--- src/shared/mio_pkg.sv ---
/*
 * constants for the misc i/o configuration bank: register indexes,
 * field positions, reset values and the bus handshake states.
 * assumes a classic wishbone slave with 32-bit data and byte addresses.
 */
package mio_pkg;

	// ==========================================================
	// register indexes (byte address is four times the index)
	localparam logic [13:0] IDX_STATE_COUNT = 14'h2002;
	localparam logic [13:0] IDX_CPU_DIV     = 14'h2004;
	localparam logic [13:0] IDX_SELECTOR    = 14'h2005;
	localparam logic [13:0] IDX_OPTICAL     = 14'h2008;
	localparam logic [13:0] IDX_PIN_ALLOC   = 14'h2010;
	localparam logic [13:0] IDX_SEG_FIRST   = 14'h2030;
	localparam logic [13:0] IDX_SEG_LAST    = 14'h2059;

	// ==========================================================
	// field positions
	localparam int POS_STATE_COUNT = 6;
	localparam int POS_CPU_DIV     = 0;
	localparam int POS_ALT_SET     = 2;
	localparam int POS_SYNC_EN     = 0;
	localparam int POS_OPT_DIS     = 5;
	localparam int POS_PIN_ALLOC   = 0;

	// ==========================================================
	// values after reset
	localparam logic [1:0] RST_STATE_COUNT = 2'h0;
	localparam logic [2:0] RST_CPU_DIV     = 3'h0;
	localparam logic       RST_ALT_SET     = 1'h0;
	localparam logic       RST_SYNC_EN     = 1'h0;
	localparam logic       RST_OPT_DIS     = 1'h0;
	localparam logic [4:0] RST_PIN_ALLOC   = 5'h0;

	// ==========================================================
	// counts
	localparam int SEG_COUNT     = 42;
	localparam int GPIO_COUNT    = 22;
	localparam int GPIO_FIRST    = 4;
	localparam int PIN_ALLOC_MAX = 18;
	localparam int SYNC_SEGMENT  = 7;
	localparam int DIV_MAX_LOG   = 7;

	// ==========================================================
	// bus handshake states, gray from idle to read to ack; ack back to idle flips both bits
	typedef enum logic [1:0] {
		MIO_BUS_IDLE = 2'h0,
		MIO_BUS_READ = 2'h1,
		MIO_BUS_ACK  = 2'h3
	} mio_bus_e;

endpackage

--- src/rtl/mio_segment_ram.sv ---
/*
 * small memory for the segment data words: one write port and two
 * registered read ports (bus side and lcd side).
 * assumes writes and reads on the single system clock.
 */
`timescale 1ns/1ps
`default_nettype none

module mio_segment_ram #(
	parameter int DEPTH = 42,
	parameter int WIDTH = 4,
	parameter int AW    = 6
) (
	// clock
	input  wire logic             clk_i,
	// write port
	input  wire logic             we_i,
	input  wire logic [AW-1:0]    waddr_i,
	input  wire logic [WIDTH-1:0] wdata_i,
	// bus read port
	input  wire logic [AW-1:0]    baddr_i,
	output logic      [WIDTH-1:0] bdata_o,
	// lcd read port
	input  wire logic [AW-1:0]    laddr_i,
	output logic      [WIDTH-1:0] ldata_o
);

	logic [WIDTH-1:0] mem [DEPTH];

	// write, ignoring addresses past the end
	always_ff @(posedge clk_i) begin
		if (we_i && (int'(waddr_i) < DEPTH)) begin
			mem[waddr_i] <= wdata_i;
		end
	end

	// registered reads, zero past the end
	always_ff @(posedge clk_i) begin
		bdata_o <= (int'(baddr_i) < DEPTH) ? mem[baddr_i] : '0;
		ldata_o <= (int'(laddr_i) < DEPTH) ? mem[laddr_i] : '0;
	end

endmodule

`default_nettype wire

--- src/rtl/mio_cpu_clock_divider.sv ---
/*
 * processor clock enable: divides the compute-engine clock by a power
 * of two as one-cycle enable pulses; a new ratio is taken only at the
 * end of a period so the pulse train never glitches or stops.
 * assumes clk_i is the compute-engine clock.
 */
`timescale 1ns/1ps
`default_nettype none

module mio_cpu_clock_divider #(
	parameter int LOG_MAX = 7
) (
	// clock and reset
	input  wire logic       clk_i,
	input  wire logic       rst_i,
	// requested ratio as a power of two
	input  wire logic [2:0] div_i,
	// outputs
	output logic            cpu_clock_enable_o,
	output logic      [2:0] active_div_o
);

	logic [LOG_MAX-1:0] cnt;
	logic [LOG_MAX-1:0] mask;
	logic               period_end;

	// low bits that must all be ones for a pulse
	assign mask       = LOG_MAX'((1 << active_div_o) - 1);
	assign period_end = ((cnt & mask) == mask);
	assign cpu_clock_enable_o = period_end;

	// free-running count of compute-engine cycles
	always_ff @(posedge clk_i) begin
		if (rst_i) begin
			cnt <= '0;
		end else begin
			cnt <= cnt + LOG_MAX'(1);
		end
	end

	// ratio switches only at a period boundary
	always_ff @(posedge clk_i) begin
		if (rst_i) begin
			active_div_o <= mio_pkg::RST_CPU_DIV;
		end else if (period_end) begin
			active_div_o <= div_i;
		end
	end

endmodule

`default_nettype wire

--- src/rtl/mio_config_bank.sv ---
/*
 * misc i/o configuration bank: segment data words, pin allocation,
 * processor clock divider, input selector options and the optical
 * transmit tristate, reached over a classic wishbone slave.
 * assumes one 200 MHz clock and a synchronous active-high reset.
 */
// Chosen here: register access over Wishbone.
// Behaviour
// - segment words four bits, bit0 first common
// - cpu clock is engine clock over two-power
// - divider rewritable anytime, switch glitch-free, no stall
// - divider field resets to zero
// - alternate set bit selects alternate inputs
// - state count code gives six/four/three/two
// - sync enable turns segment seven into sync
// - transmit disable tristates optical transmit pin
// - allocation setting trades i/o pins for segments
`timescale 1ns/1ps
`default_nettype none

module mio_config_bank #(
	parameter int SEG_COUNT  = mio_pkg::SEG_COUNT,
	parameter int GPIO_COUNT = mio_pkg::GPIO_COUNT
) (
	// clock and reset
	input  wire logic                  clk_i,
	input  wire logic                  rst_i,
	// wishbone slave
	input  wire logic                  cyc_i,
	input  wire logic                  stb_i,
	input  wire logic                  we_i,
	input  wire logic [15:0]           adr_i,
	input  wire logic [3:0]            sel_i,
	input  wire logic [31:0]           dat_i,
	output logic      [31:0]           dat_o,
	output logic                       ack_o,
	// processor clock enable
	output logic                       cpu_clock_enable_o,
	// input selector
	output logic                       input_selector_alternate_set_o,
	output logic      [2:0]            input_selector_states_o,
	input  wire logic                  selector_sync_pulse_i,
	// lcd side
	input  wire logic [5:0]            lcd_seg_index_i,
	input  wire logic [1:0]            lcd_commons_used_i,
	output logic      [3:0]            lcd_seg_data_o,
	input  wire logic                  segment_pin_seven_lcd_i,
	output logic                       segment_pin_seven_o,
	// pin allocation
	output logic      [SEG_COUNT-1:0]  segment_pin_enable_o,
	output logic      [GPIO_COUNT-1:0] general_purpose_pin_enable_o,
	// optical transmit
	input  wire logic                  optical_tx_data_i,
	output logic                       optical_transmit_pin_o,
	output logic                       optical_transmit_pin_oe_o
);

	// ==========================================================
	// helpers

	// states per selector cycle from the two-bit code
	function automatic logic [2:0] states_of(input logic [1:0] code);
		logic [2:0] n;
		n = 3'h6;
		unique case (code)
			2'h0: n = 3'h6;
			2'h1: n = 3'h4;
			2'h2: n = 3'h3;
			2'h3: n = 3'h2;
		endcase
		return n;
	endfunction

	// allocation setting held to its top value
	function automatic int alloc_of(input logic [4:0] s);
		return (int'(s) > mio_pkg::PIN_ALLOC_MAX) ?
			mio_pkg::PIN_ALLOC_MAX : int'(s);
	endfunction

	// ==========================================================
	// state

	mio_pkg::mio_bus_e bus_state;
	mio_pkg::mio_bus_e next_bus_state;

	logic [1:0]  state_count;
	logic [2:0]  cpu_clock_divider;
	logic        input_selector_alternate_set;
	logic        selector_sync_output_enable;
	logic        optical_transmit_disable;
	logic [4:0]  pin_alloc;

	logic [13:0] idx;
	logic        req;
	logic        wr_ok;
	logic        seg_hit;
	logic [5:0]  seg_addr;
	logic [3:0]  seg_bus_data;
	logic [3:0]  seg_lcd_data;
	logic [31:0] next_dat;
	logic [3:0]  com_mask;
	int          alloc;

	// ==========================================================
	// address decode

	// register offsets are word indexes
	assign idx     = adr_i[15:2];
	assign req     = cyc_i && stb_i;
	assign seg_hit = (idx >= mio_pkg::IDX_SEG_FIRST) &&
		(idx <= mio_pkg::IDX_SEG_LAST);
	assign seg_addr = 6'(idx - mio_pkg::IDX_SEG_FIRST);

	// write acts on the acking edge, low lane only
	assign wr_ok = (bus_state == mio_pkg::MIO_BUS_ACK) &&
		req && we_i && sel_i[0];

	// ==========================================================
	// bus handshake

	// one wait cycle for the registered memory read
	always_comb begin
		next_bus_state = bus_state;
		unique case (bus_state)
			mio_pkg::MIO_BUS_IDLE: begin
				if (req) begin
					next_bus_state = mio_pkg::MIO_BUS_READ;
				end
			end
			mio_pkg::MIO_BUS_READ: begin
				if (req) begin
					next_bus_state = mio_pkg::MIO_BUS_ACK;
				end else begin
					next_bus_state = mio_pkg::MIO_BUS_IDLE;
				end
			end
			mio_pkg::MIO_BUS_ACK: begin
				next_bus_state = mio_pkg::MIO_BUS_IDLE;
			end
			default: begin
				next_bus_state = mio_pkg::MIO_BUS_IDLE;
			end
		endcase
	end

	// handshake state register
	always_ff @(posedge clk_i) begin
		if (rst_i) begin
			bus_state <= mio_pkg::MIO_BUS_IDLE;
		end else begin
			bus_state <= next_bus_state;
		end
	end

	// ack is one cycle, in the ack state
	assign ack_o = (bus_state == mio_pkg::MIO_BUS_ACK);

	// ==========================================================
	// read data

	// read mux, unmapped reads give zero
	always_comb begin
		next_dat = 32'h0;
		if (seg_hit) begin
			next_dat[3:0] = seg_bus_data;
		end else begin
			unique case (idx)
				mio_pkg::IDX_STATE_COUNT:
					next_dat[mio_pkg::POS_STATE_COUNT +: 2] = state_count;
				mio_pkg::IDX_CPU_DIV:
					next_dat[mio_pkg::POS_CPU_DIV +: 3] = cpu_clock_divider;
				mio_pkg::IDX_SELECTOR: begin
					next_dat[mio_pkg::POS_ALT_SET] =
						input_selector_alternate_set;
					next_dat[mio_pkg::POS_SYNC_EN] =
						selector_sync_output_enable;
				end
				mio_pkg::IDX_OPTICAL:
					next_dat[mio_pkg::POS_OPT_DIS] = optical_transmit_disable;
				mio_pkg::IDX_PIN_ALLOC:
					next_dat[mio_pkg::POS_PIN_ALLOC +: 5] = pin_alloc;
				default:
					next_dat = 32'h0;
			endcase
		end
	end

	// read data registered with the ack
	always_ff @(posedge clk_i) begin
		if (rst_i) begin
			dat_o <= 32'h0;
		end else if (bus_state == mio_pkg::MIO_BUS_READ) begin
			dat_o <= we_i ? 32'h0 : next_dat;
		end else if (bus_state == mio_pkg::MIO_BUS_ACK) begin
			dat_o <= 32'h0;
		end
	end

	// ==========================================================
	// control registers

	// input selector state count
	always_ff @(posedge clk_i) begin
		if (rst_i) begin
			state_count <= mio_pkg::RST_STATE_COUNT;
		end else if (wr_ok && idx == mio_pkg::IDX_STATE_COUNT) begin
			state_count <= dat_i[mio_pkg::POS_STATE_COUNT +: 2];
		end
	end

	// processor clock divider field
	always_ff @(posedge clk_i) begin
		if (rst_i) begin
			cpu_clock_divider <= mio_pkg::RST_CPU_DIV;
		end else if (wr_ok && idx == mio_pkg::IDX_CPU_DIV) begin
			cpu_clock_divider <= dat_i[mio_pkg::POS_CPU_DIV +: 3];
		end
	end

	// selector alternate set and sync enable
	always_ff @(posedge clk_i) begin
		if (rst_i) begin
			input_selector_alternate_set <= mio_pkg::RST_ALT_SET;
			selector_sync_output_enable  <= mio_pkg::RST_SYNC_EN;
		end else if (wr_ok && idx == mio_pkg::IDX_SELECTOR) begin
			input_selector_alternate_set <= dat_i[mio_pkg::POS_ALT_SET];
			selector_sync_output_enable  <= dat_i[mio_pkg::POS_SYNC_EN];
		end
	end

	// optical transmit disable
	always_ff @(posedge clk_i) begin
		if (rst_i) begin
			optical_transmit_disable <= mio_pkg::RST_OPT_DIS;
		end else if (wr_ok && idx == mio_pkg::IDX_OPTICAL) begin
			optical_transmit_disable <= dat_i[mio_pkg::POS_OPT_DIS];
		end
	end

	// pin allocation setting
	always_ff @(posedge clk_i) begin
		if (rst_i) begin
			pin_alloc <= mio_pkg::RST_PIN_ALLOC;
		end else if (wr_ok && idx == mio_pkg::IDX_PIN_ALLOC) begin
			pin_alloc <= dat_i[mio_pkg::POS_PIN_ALLOC +: 5];
		end
	end

	// ==========================================================
	// segment data memory

	mio_segment_ram #(
		.DEPTH (SEG_COUNT),
		.WIDTH (4),
		.AW    (6)
	) u_seg_ram (
		.clk_i   (clk_i),
		.we_i    (wr_ok && seg_hit),
		.waddr_i (seg_addr),
		.wdata_i (dat_i[3:0]),
		.baddr_i (seg_addr),
		.bdata_o (seg_bus_data),
		.laddr_i (lcd_seg_index_i),
		.ldata_o (seg_lcd_data)
	);

	// bit n is common plane n; unused commons masked off
	always_comb begin
		com_mask = 4'h0;
		unique case (lcd_commons_used_i)
			2'h0: com_mask = 4'h1;
			2'h1: com_mask = 4'h3;
			2'h2: com_mask = 4'h7;
			2'h3: com_mask = 4'hF;
		endcase
	end

	// registered lcd word
	always_ff @(posedge clk_i) begin
		if (rst_i) begin
			lcd_seg_data_o <= 4'h0;
		end else begin
			lcd_seg_data_o <= seg_lcd_data & com_mask;
		end
	end

	// ==========================================================
	// processor clock enable

	mio_cpu_clock_divider #(
		.LOG_MAX (mio_pkg::DIV_MAX_LOG)
	) u_cpu_div (
		.clk_i              (clk_i),
		.rst_i              (rst_i),
		.div_i              (cpu_clock_divider),
		.cpu_clock_enable_o (cpu_clock_enable_o),
		.active_div_o       ()
	);

	// ==========================================================
	// input selector outputs

	// selector option outputs
	always_ff @(posedge clk_i) begin
		if (rst_i) begin
			input_selector_alternate_set_o <= mio_pkg::RST_ALT_SET;
			input_selector_states_o        <= 3'h6;
		end else begin
			input_selector_alternate_set_o <=
				input_selector_alternate_set;
			input_selector_states_o <= states_of(state_count);
		end
	end

	// segment seven becomes sync output when enabled
	always_ff @(posedge clk_i) begin
		if (rst_i) begin
			segment_pin_seven_o <= 1'h0;
		end else if (selector_sync_output_enable) begin
			segment_pin_seven_o <= selector_sync_pulse_i;
		end else begin
			segment_pin_seven_o <= segment_pin_seven_lcd_i;
		end
	end

	// ==========================================================
	// pin allocation

	assign alloc = alloc_of(pin_alloc);

	// segments 42-n..41 and i/o 4..21-n
	always_ff @(posedge clk_i) begin
		if (rst_i) begin
			segment_pin_enable_o         <= '0;
			general_purpose_pin_enable_o <= '0;
		end else begin
			for (int i = 0; i < SEG_COUNT; i++) begin
				segment_pin_enable_o[i] <=
					(i >= SEG_COUNT - alloc);
			end
			for (int k = 0; k < GPIO_COUNT; k++) begin
				general_purpose_pin_enable_o[k] <=
					(k >= mio_pkg::GPIO_FIRST) &&
					(k <= GPIO_COUNT - 1 - alloc);
			end
		end
	end

	// ==========================================================
	// optical transmit pin

	// data out registered, enable off while disabled
	always_ff @(posedge clk_i) begin
		if (rst_i) begin
			optical_transmit_pin_o    <= 1'h0;
			optical_transmit_pin_oe_o <= 1'h0;
		end else begin
			optical_transmit_pin_o    <= optical_tx_data_i;
			optical_transmit_pin_oe_o <= !optical_transmit_disable;
		end
	end

endmodule

`default_nettype wire

--- config.mk ---
export PLATFORM = sky130hd
export DESIGN_NAME = mio_config_bank
export DESIGN_NICKNAME = d
export VERILOG_FILES = /design/src/shared/mio_pkg.sv /design/src/rtl/mio_segment_ram.sv /design/src/rtl/mio_cpu_clock_divider.sv /design/src/rtl/mio_config_bank.sv
export SDC_FILE = /design/constraint.sdc
export NUM_CORES = 1
export LEC_CHECK = 0
export ABC_AREA = 1
export BUFFER_PORTS_ARGS = -buffer_cell sky130_fd_sc_hd__buf_2
export CAP_MARGIN = 25
export CORE_UTILIZATION = 55
export CTS_CLUSTER_DIAMETER = 100
export DETAILED_ROUTE_END_ITERATION = 8
export GPL_TIMING_DRIVEN = 0
export PLACE_DENSITY_LB_ADDON = 0.05
export SLEW_MARGIN = 40
export SYNTH_ARGS = -nofsm -noshare
export SYNTH_HDL_FRONTEND = slang
export SYNTH_SLANG_ARGS = --single-unit
--- constraint.sdc ---
create_clock -name clk_i -period 6.4 [get_ports clk_i]
set_input_delay 0 -clock clk_i [delete_from_list [all_inputs] [get_ports clk_i]]
set_output_delay 0 -clock clk_i [all_outputs]
set_load 0.01 [all_outputs]
# Word-level counts from Yosys, hierarchy flattened

Memories as Yosys holds them, arrays and structs flattened. A register that Yosys moved wholly into a read port is not among the register bits.
Index checks and enable logic that the tools add are counted.

Bits of input ports: 68
Bits in writable memories: 168
Memories kept: 1
Output and inout port bits: 109
Register bits after elaboration: 132

Memories:

| memory        | depth | bits a word | rd ports | clocked after memory_dff | wr ports | line                  | source |
|---|---|---|---|---|---|---|---|
| u_seg_ram.mem | 42    | 4           | 2        | 2                        | 1        | mio_segment_ram.sv:28 | `logic [WIDTH-1:0] mem [DEPTH];` |

$add $sub $neg: 5
Reductions and logical operators: 19
Equality and inequality tests: 15
Bitwise logic cells: 2
Mux-type cells: 20
$lt $le $gt $ge: 65
Shift operators: 1

Operators with widths:

| kind                                                                               | count |
|---|---|
| 6-bit by 7-bit greater-or-equal comparator with 1-bit output, first input constant | 16 |
| 32-bit two-way mux                                                                 | 3 |
| 14-bit == test, second input constant                                              | 5 |
| 7-bit greater-or-equal comparator, first input constant                            | 10 |
| 5-bit by 7-bit greater-or-equal comparator with 1-bit output, first input constant | 8 |
| 5-bit by 6-bit <= comparator with 1-bit output, first input constant               | 8 |
| 6-bit <= comparator, first input constant                                          | 6 |
| 4-bit by 7-bit greater-or-equal comparator with 1-bit output, first input constant | 4 |
| 4-bit by 6-bit <= comparator with 1-bit output, first input constant               | 4 |
| 4-bit one-hot mux with 4 select lines                                              | 1 |
| 14-bit greater-or-equal comparator, second input constant                          | 1 |
| 3-bit by 7-bit greater-or-equal comparator with 1-bit output, first input constant | 2 |
| 14-bit <= comparator, second input constant                                        | 1 |
| 1-bit logical AND                                                                  | 12 |
| 6-bit less-than comparator, second input constant                                  | 2 |
| 3-bit one-hot mux with 4 select lines                                              | 1 |
| 2-bit == test, second input constant                                               | 5 |
| 2-bit two-way mux                                                                  | 4 |
| 4-bit two-way mux                                                                  | 2 |
| 7-bit by 1-bit adder with 7-bit output, second input constant                      | 1 |
| 7-bit bitwise AND                                                                  | 1 |
| 7-bit == test                                                                      | 1 |
| 1-bit by 7-bit greater-or-equal comparator with 1-bit output, first input constant | 1 |
| 2-bit by 7-bit greater-or-equal comparator with 1-bit output, first input constant | 1 |
| 17 further kinds                                                                   | 27 |

# Longest topological paths before layout

Word-level depth: 8
Mapped depth: 16

# Hierarchy

From an unflattened synthesis, not the netlist that was laid out.

Cell total of the unflattened synthesis: 1664
Area total of the unflattened synthesis: 13721.9 µm²

By module, submodules not included:

| module                | cells an instance | times used | area an instance (µm²) |
|---|---|---|---|
| mio_segment_ram       | 1081              | 1          | 9115.0 |
| mio_config_bank       | 518               | 1          | 4141.5 |
| mio_cpu_clock_divider | 65                | 1          | 465.4 |

# Worst setup path after synthesis

No wires, ideal clock.

Path kind: register to register
Start point: reg pin_alloc[4]
End point: reg segment_pin_enable_o[16]
Setup slack: 3.981 ns
Clock period less this slack: 2.419 ns
Cell stages (with the launch flop): 16
Arrival: 2.349 ns
Cells stage by stage: dfxtp_1 > clkbuf_1 > nand2_1 > nand2_2 > inv_1 > ha_1 > ha_1 > clkbuf_1 > inv_1 > nor2_1 > nand2_1 > nor2_1 > nand2_1 > nand2_1 > inv_1 > a21oi_1

Longest elaborated chain between the ends: 4

Ends and longest elaborated chain:

| item                                                             | line                   | source |
|---|---|---|
| start: declaration                                               | mio_config_bank.sv:91  | `logic [4:0] pin_alloc;` |
| start signal: assignment                                         | mio_config_bank.sv:243 | `pin_alloc <= mio_pkg::RST_PIN_ALLOC;` |
| start signal: assignment                                         | mio_config_bank.sv:245 | `pin_alloc <= dat_i[mio_pkg::POS_PIN_ALLOC +: 5];` |
| 5-bit > comparator                                               | mio_config_bank.sv:76  | `return (int'(s) > mio_pkg::PIN_ALLOC_MAX) ?` |
| 5-bit two-way mux (*)                                            | mio_config_bank.sv:76  |  |
| 6-bit by 5-bit subtractor with 7-bit output (*)                  | mio_config_bank.sv:339 | `(i >= SEG_COUNT - alloc);` |
| 6-bit by 7-bit greater-or-equal comparator with 1-bit output (*) | mio_config_bank.sv:339 |  |
| end signal: indexed assignment                                   | mio_config_bank.sv:338 | `segment_pin_enable_o[i] <=` |
| end: declaration                                                 | mio_config_bank.sv:50  | `output logic [SEG_COUNT-1:0] segment_pin_enable_o,` |

Every way passes the cells marked *; elsewhere a longest branch is shown, timed or not.
A chain may end at the register's enable or synchronous reset.

# Final worst setup path

Ends and elaborated chain as after synthesis.

==> flow_summary.yaml <==
run_status:
  status: "completed"
logic_synthesis:
  avgSynthCellArea_um2: 8.781
  synth.distinct_cells: 41
  async_flop_share_pct: 0
  seq_area_frac_synth_pct: 55.99
  yosysWarnings: 0
  synth_edf_count: 168
  ys.flop_type: "edfxtp_1"
  ys_ff_latch: 280
  syn_inst: 1482
  synth_area_mm2: 0.01301
power_and_ir_drop:
  p_per_area_mw_per_mm2: 260.8
  total_power_uw: 4012
  leakage_uw: 0.006351
  ir_drop_mv: 0.2257
global_routing:
  grt.total_usage_pct: 35.44
  grt_overflow: 0
  grt_max_degree: 46
  antenna_found_initial: 0
  grt_pass1_vias: 10760
  grt_pass1_wl_um: 63320
worst_setup_path:
  r2r_slack_ns: 2.85
  crit_fanout: 11
  cp.required_ns: 6.87
  path_class: "flip-flop to flip-flop"
  arrival_ns: 4.01
  r2r-start: "pin_alloc[4]"
  reg2reg_to: "segment_pin_enable_o[16]"
  r2r_cells: 15
  endpoint_kind: "flip-flop"
  critPathLaunchType: "flip-flop"
route:
  drt_iter0_drc: 1636
  firstDrtPassIters: 6
  route.detailed.drc: 0
  vias_per_cell: 5.811
  ant_nets: 0
  totalWireLength_um: 42990
  num_vias: 11770
  wl_per_cell_um: 21.23
sta:
  worst_pin_slew_ns: 0.9176
  max-slew-margin-rel_pct: 38.83
  hold_violations: 0
  max_freq_mhz: 282.0
  setup_tns_ns: 0
  fin_crit_ns: 3.546
  clock_skew_ns: 0.01084
  setup_viol: 0
  rsz0062_at_grt: "no"
  hold_slack_ns: 0.004293
  worst_slack_ns: 2.854
  finalCritPeriodShare_pct: 55.41
  drv_slew: 0
finish:
  mostFrequentLayoutCells: "nand2_1 (292), nor2_1 (217), edfxtp_1 (168)"
  final_util_pct: 67.13
  diodes: 0
  fill_cells: 1908
  layout-drive-gt1-share_pct: 12.73
  mostFrequentLayoutCell: "nand2_1"
  nets: 1774
  area_growth_pct: 18.20
clock_network:
  cts-htree-levels: 1
  clk_latency_ns: 0.55
  post-cts-setup-buffers: 0
  root_buffer: "clkbuf_16"
  cts_sinks: 280
  cts.path.max_buffers: 3
  cts_buffers: 29
  cts_tree: "yes"
  clk_pin_slew_ns: 0.06
die:
  start_util_pct: 56.79
  dieArea_mm2: 0.02428
  io_pins: 177
  die_y_um: 155.8
  rows: 55
  die_x_um: 155.8
  core_mm2: 0.02292
place:
  pre_cts_slack_ns: 3.102
  hpwl_um: 29920
  numPortBuffers: 117
  gp_congestion: 1.019
worst_hold_path:
  min_path_type: "primary input to flip-flop"
  hold_end: "u_seg_ram.mem[41][2]"
  worstHoldStart: "adr_i[5]"
  holdPathStages: 3
flow_run:
  max_cap_violations: 0
[what timing repair did]
item / 4_1_cts / 5_1_grt
hold endpoints to repair: 167 / 0
gates resized for setup: 0 / 0
hold buffers: 24 / 0
[flip-flops by register name (all words and copies together), names as in the netlist, 2 cells and up]
signal	cells
state_count	2
lcd_seg_data_o	4
u_seg_ram.ldata_o	4
u_seg_ram.bdata_o	4
bus_state	2
u_cpu_div.active_div_o	3
general_purpose_pin_enable_o	18
input_selector_states_o	3
u_seg_ram.mem	168
pin_alloc	5
u_cpu_div.cnt	7
dat_o	8
cpu_clock_divider	3
segment_pin_enable_o	42
[layer usage]
layer / vias up / wire [um] / global-route usage, %
met4: 0 / 1237 / 11.16
met5: - / 0 / 0
met2: 832 / 18360 / 53.19
li1: 5391 / - / -
met1: 5442 / 17790 / 50.53
met3: 103 / 5598 / 8.667
[final cells by class]
class | count | area, um^2 | share of cell area (%)
Multi-Input combinational cell | 1010 | 4890 | 31.79
Tap cell | 313 | 391.6 | 2.546
Clock buffer | 44 | 928.4 | 6.035
Sequential cell | 280 | 7287 | 47.37
Buffer | 91 | 454.2 | 2.953
Timing Repair Buffer | 141 | 835.8 | 5.434
Inverter | 137 | 528.0 | 3.433
Clock inverter | 9 | 67.56 | 0.4392
[cell usage after synthesis, types with 2 or more instances]
cell,n,area share [%]
nand2_1,292,8.4
nor2_1,218,6.3
edfxtp_1,168,39
inv_1,128,3.7
o21ai_0,123,4.7
dfxtp_1,112,17
nand3_1,97,3.7
a21oi_1,80,3.1
clkbuf_1,52,1.5
o211ai_1,47,2.7
buf_4,28,1.6
nand4_1,18,0.87
ha_1,16,1.5
a211oi_1,14,0.81
a22oi_1,14,0.81
a31oi_1,9,0.43
o22ai_1,8,0.38
buf_1,6,0.17
buf_2,5,0.19
nand3_4,5,0.67
nor3_1,5,0.19
clkinv_1,4,0.12
inv_2,4,0.12
o31ai_1,4,0.23
o21bai_1,3,0.17
a22o_1,2,0.13
nand2_2,2,0.096
nand3_2,2,0.15
nor2_8,2,0.31
o41ai_1,2,0.13
or2_2,2,0.096
[worst max-delay path, stage by stage (launching register included)]
cell and delay (ns):
dfxtp_1 0.31, clkbuf_1 0.41, nand2_1 0.16, nand2_2 0.24, inv_1 0.16, ha_1 0.26, ha_1 0.29, clkbuf_1 0.32
inv_1 0.25, nor2_1 0.38, nand2_1 0.16, nor2_1 0.20, nand2_1 0.08, nand2_1 0.06, inv_1 0.04, a21oi_1 0.14
[kinds of logic (layout without fill, tap and decap cells)]
group / Yosys count / in the layout / synth area share [%]
fa+ha+maj: 16 / 16 / 1.538
other cells: 1 / 37 / 0.02882
xor+xnor: 1 / 1 / 0.06731
flops: 280 / 280 / 55.99
simple gates: 649 / 649 / 21.15
buf+inv: 228 / 422 / 7.538
compound gates: 307 / 307 / 13.68
[report_power, final]
group | internal [uW] | leakage [uW] | switching [uW] | total (uW)
registers | 1930 | 0.00243 | 6.32 | 1930
clock network | 1030 | 0.000491 | 684 | 1720
logic | 102 | 0.00343 | 258 | 360
total | 3060 | 0.00635 | 948 | 4010
[per-stage QoR]
step / cell area (um^2) / instances
floorplan: 13150 / 1518
global placement: 14130 / 1948
detailed placement: 14140 / 1948
CTS: 15370 / 2025
global route: 15380 / 2025
finish: 15380 / 2025
[worst max path at each step]
stage / from / to / slack, ns
2_1_floorplan: pin_alloc[4] / segment_pin_enable_o[16] / 3.98
3_3_place_gp: pin_alloc[4] / segment_pin_enable_o[16] / 3.05
3_5_place_dp: pin_alloc[4] / segment_pin_enable_o[16] / 3.10
4_1_cts: pin_alloc[4] / segment_pin_enable_o[16] / 3.06
5_1_grt: pin_alloc[4] / segment_pin_enable_o[16] / 2.70
6_report: pin_alloc[4] / segment_pin_enable_o[16] / 2.85
Note: power is estimated with default switching activity, not from simulation.
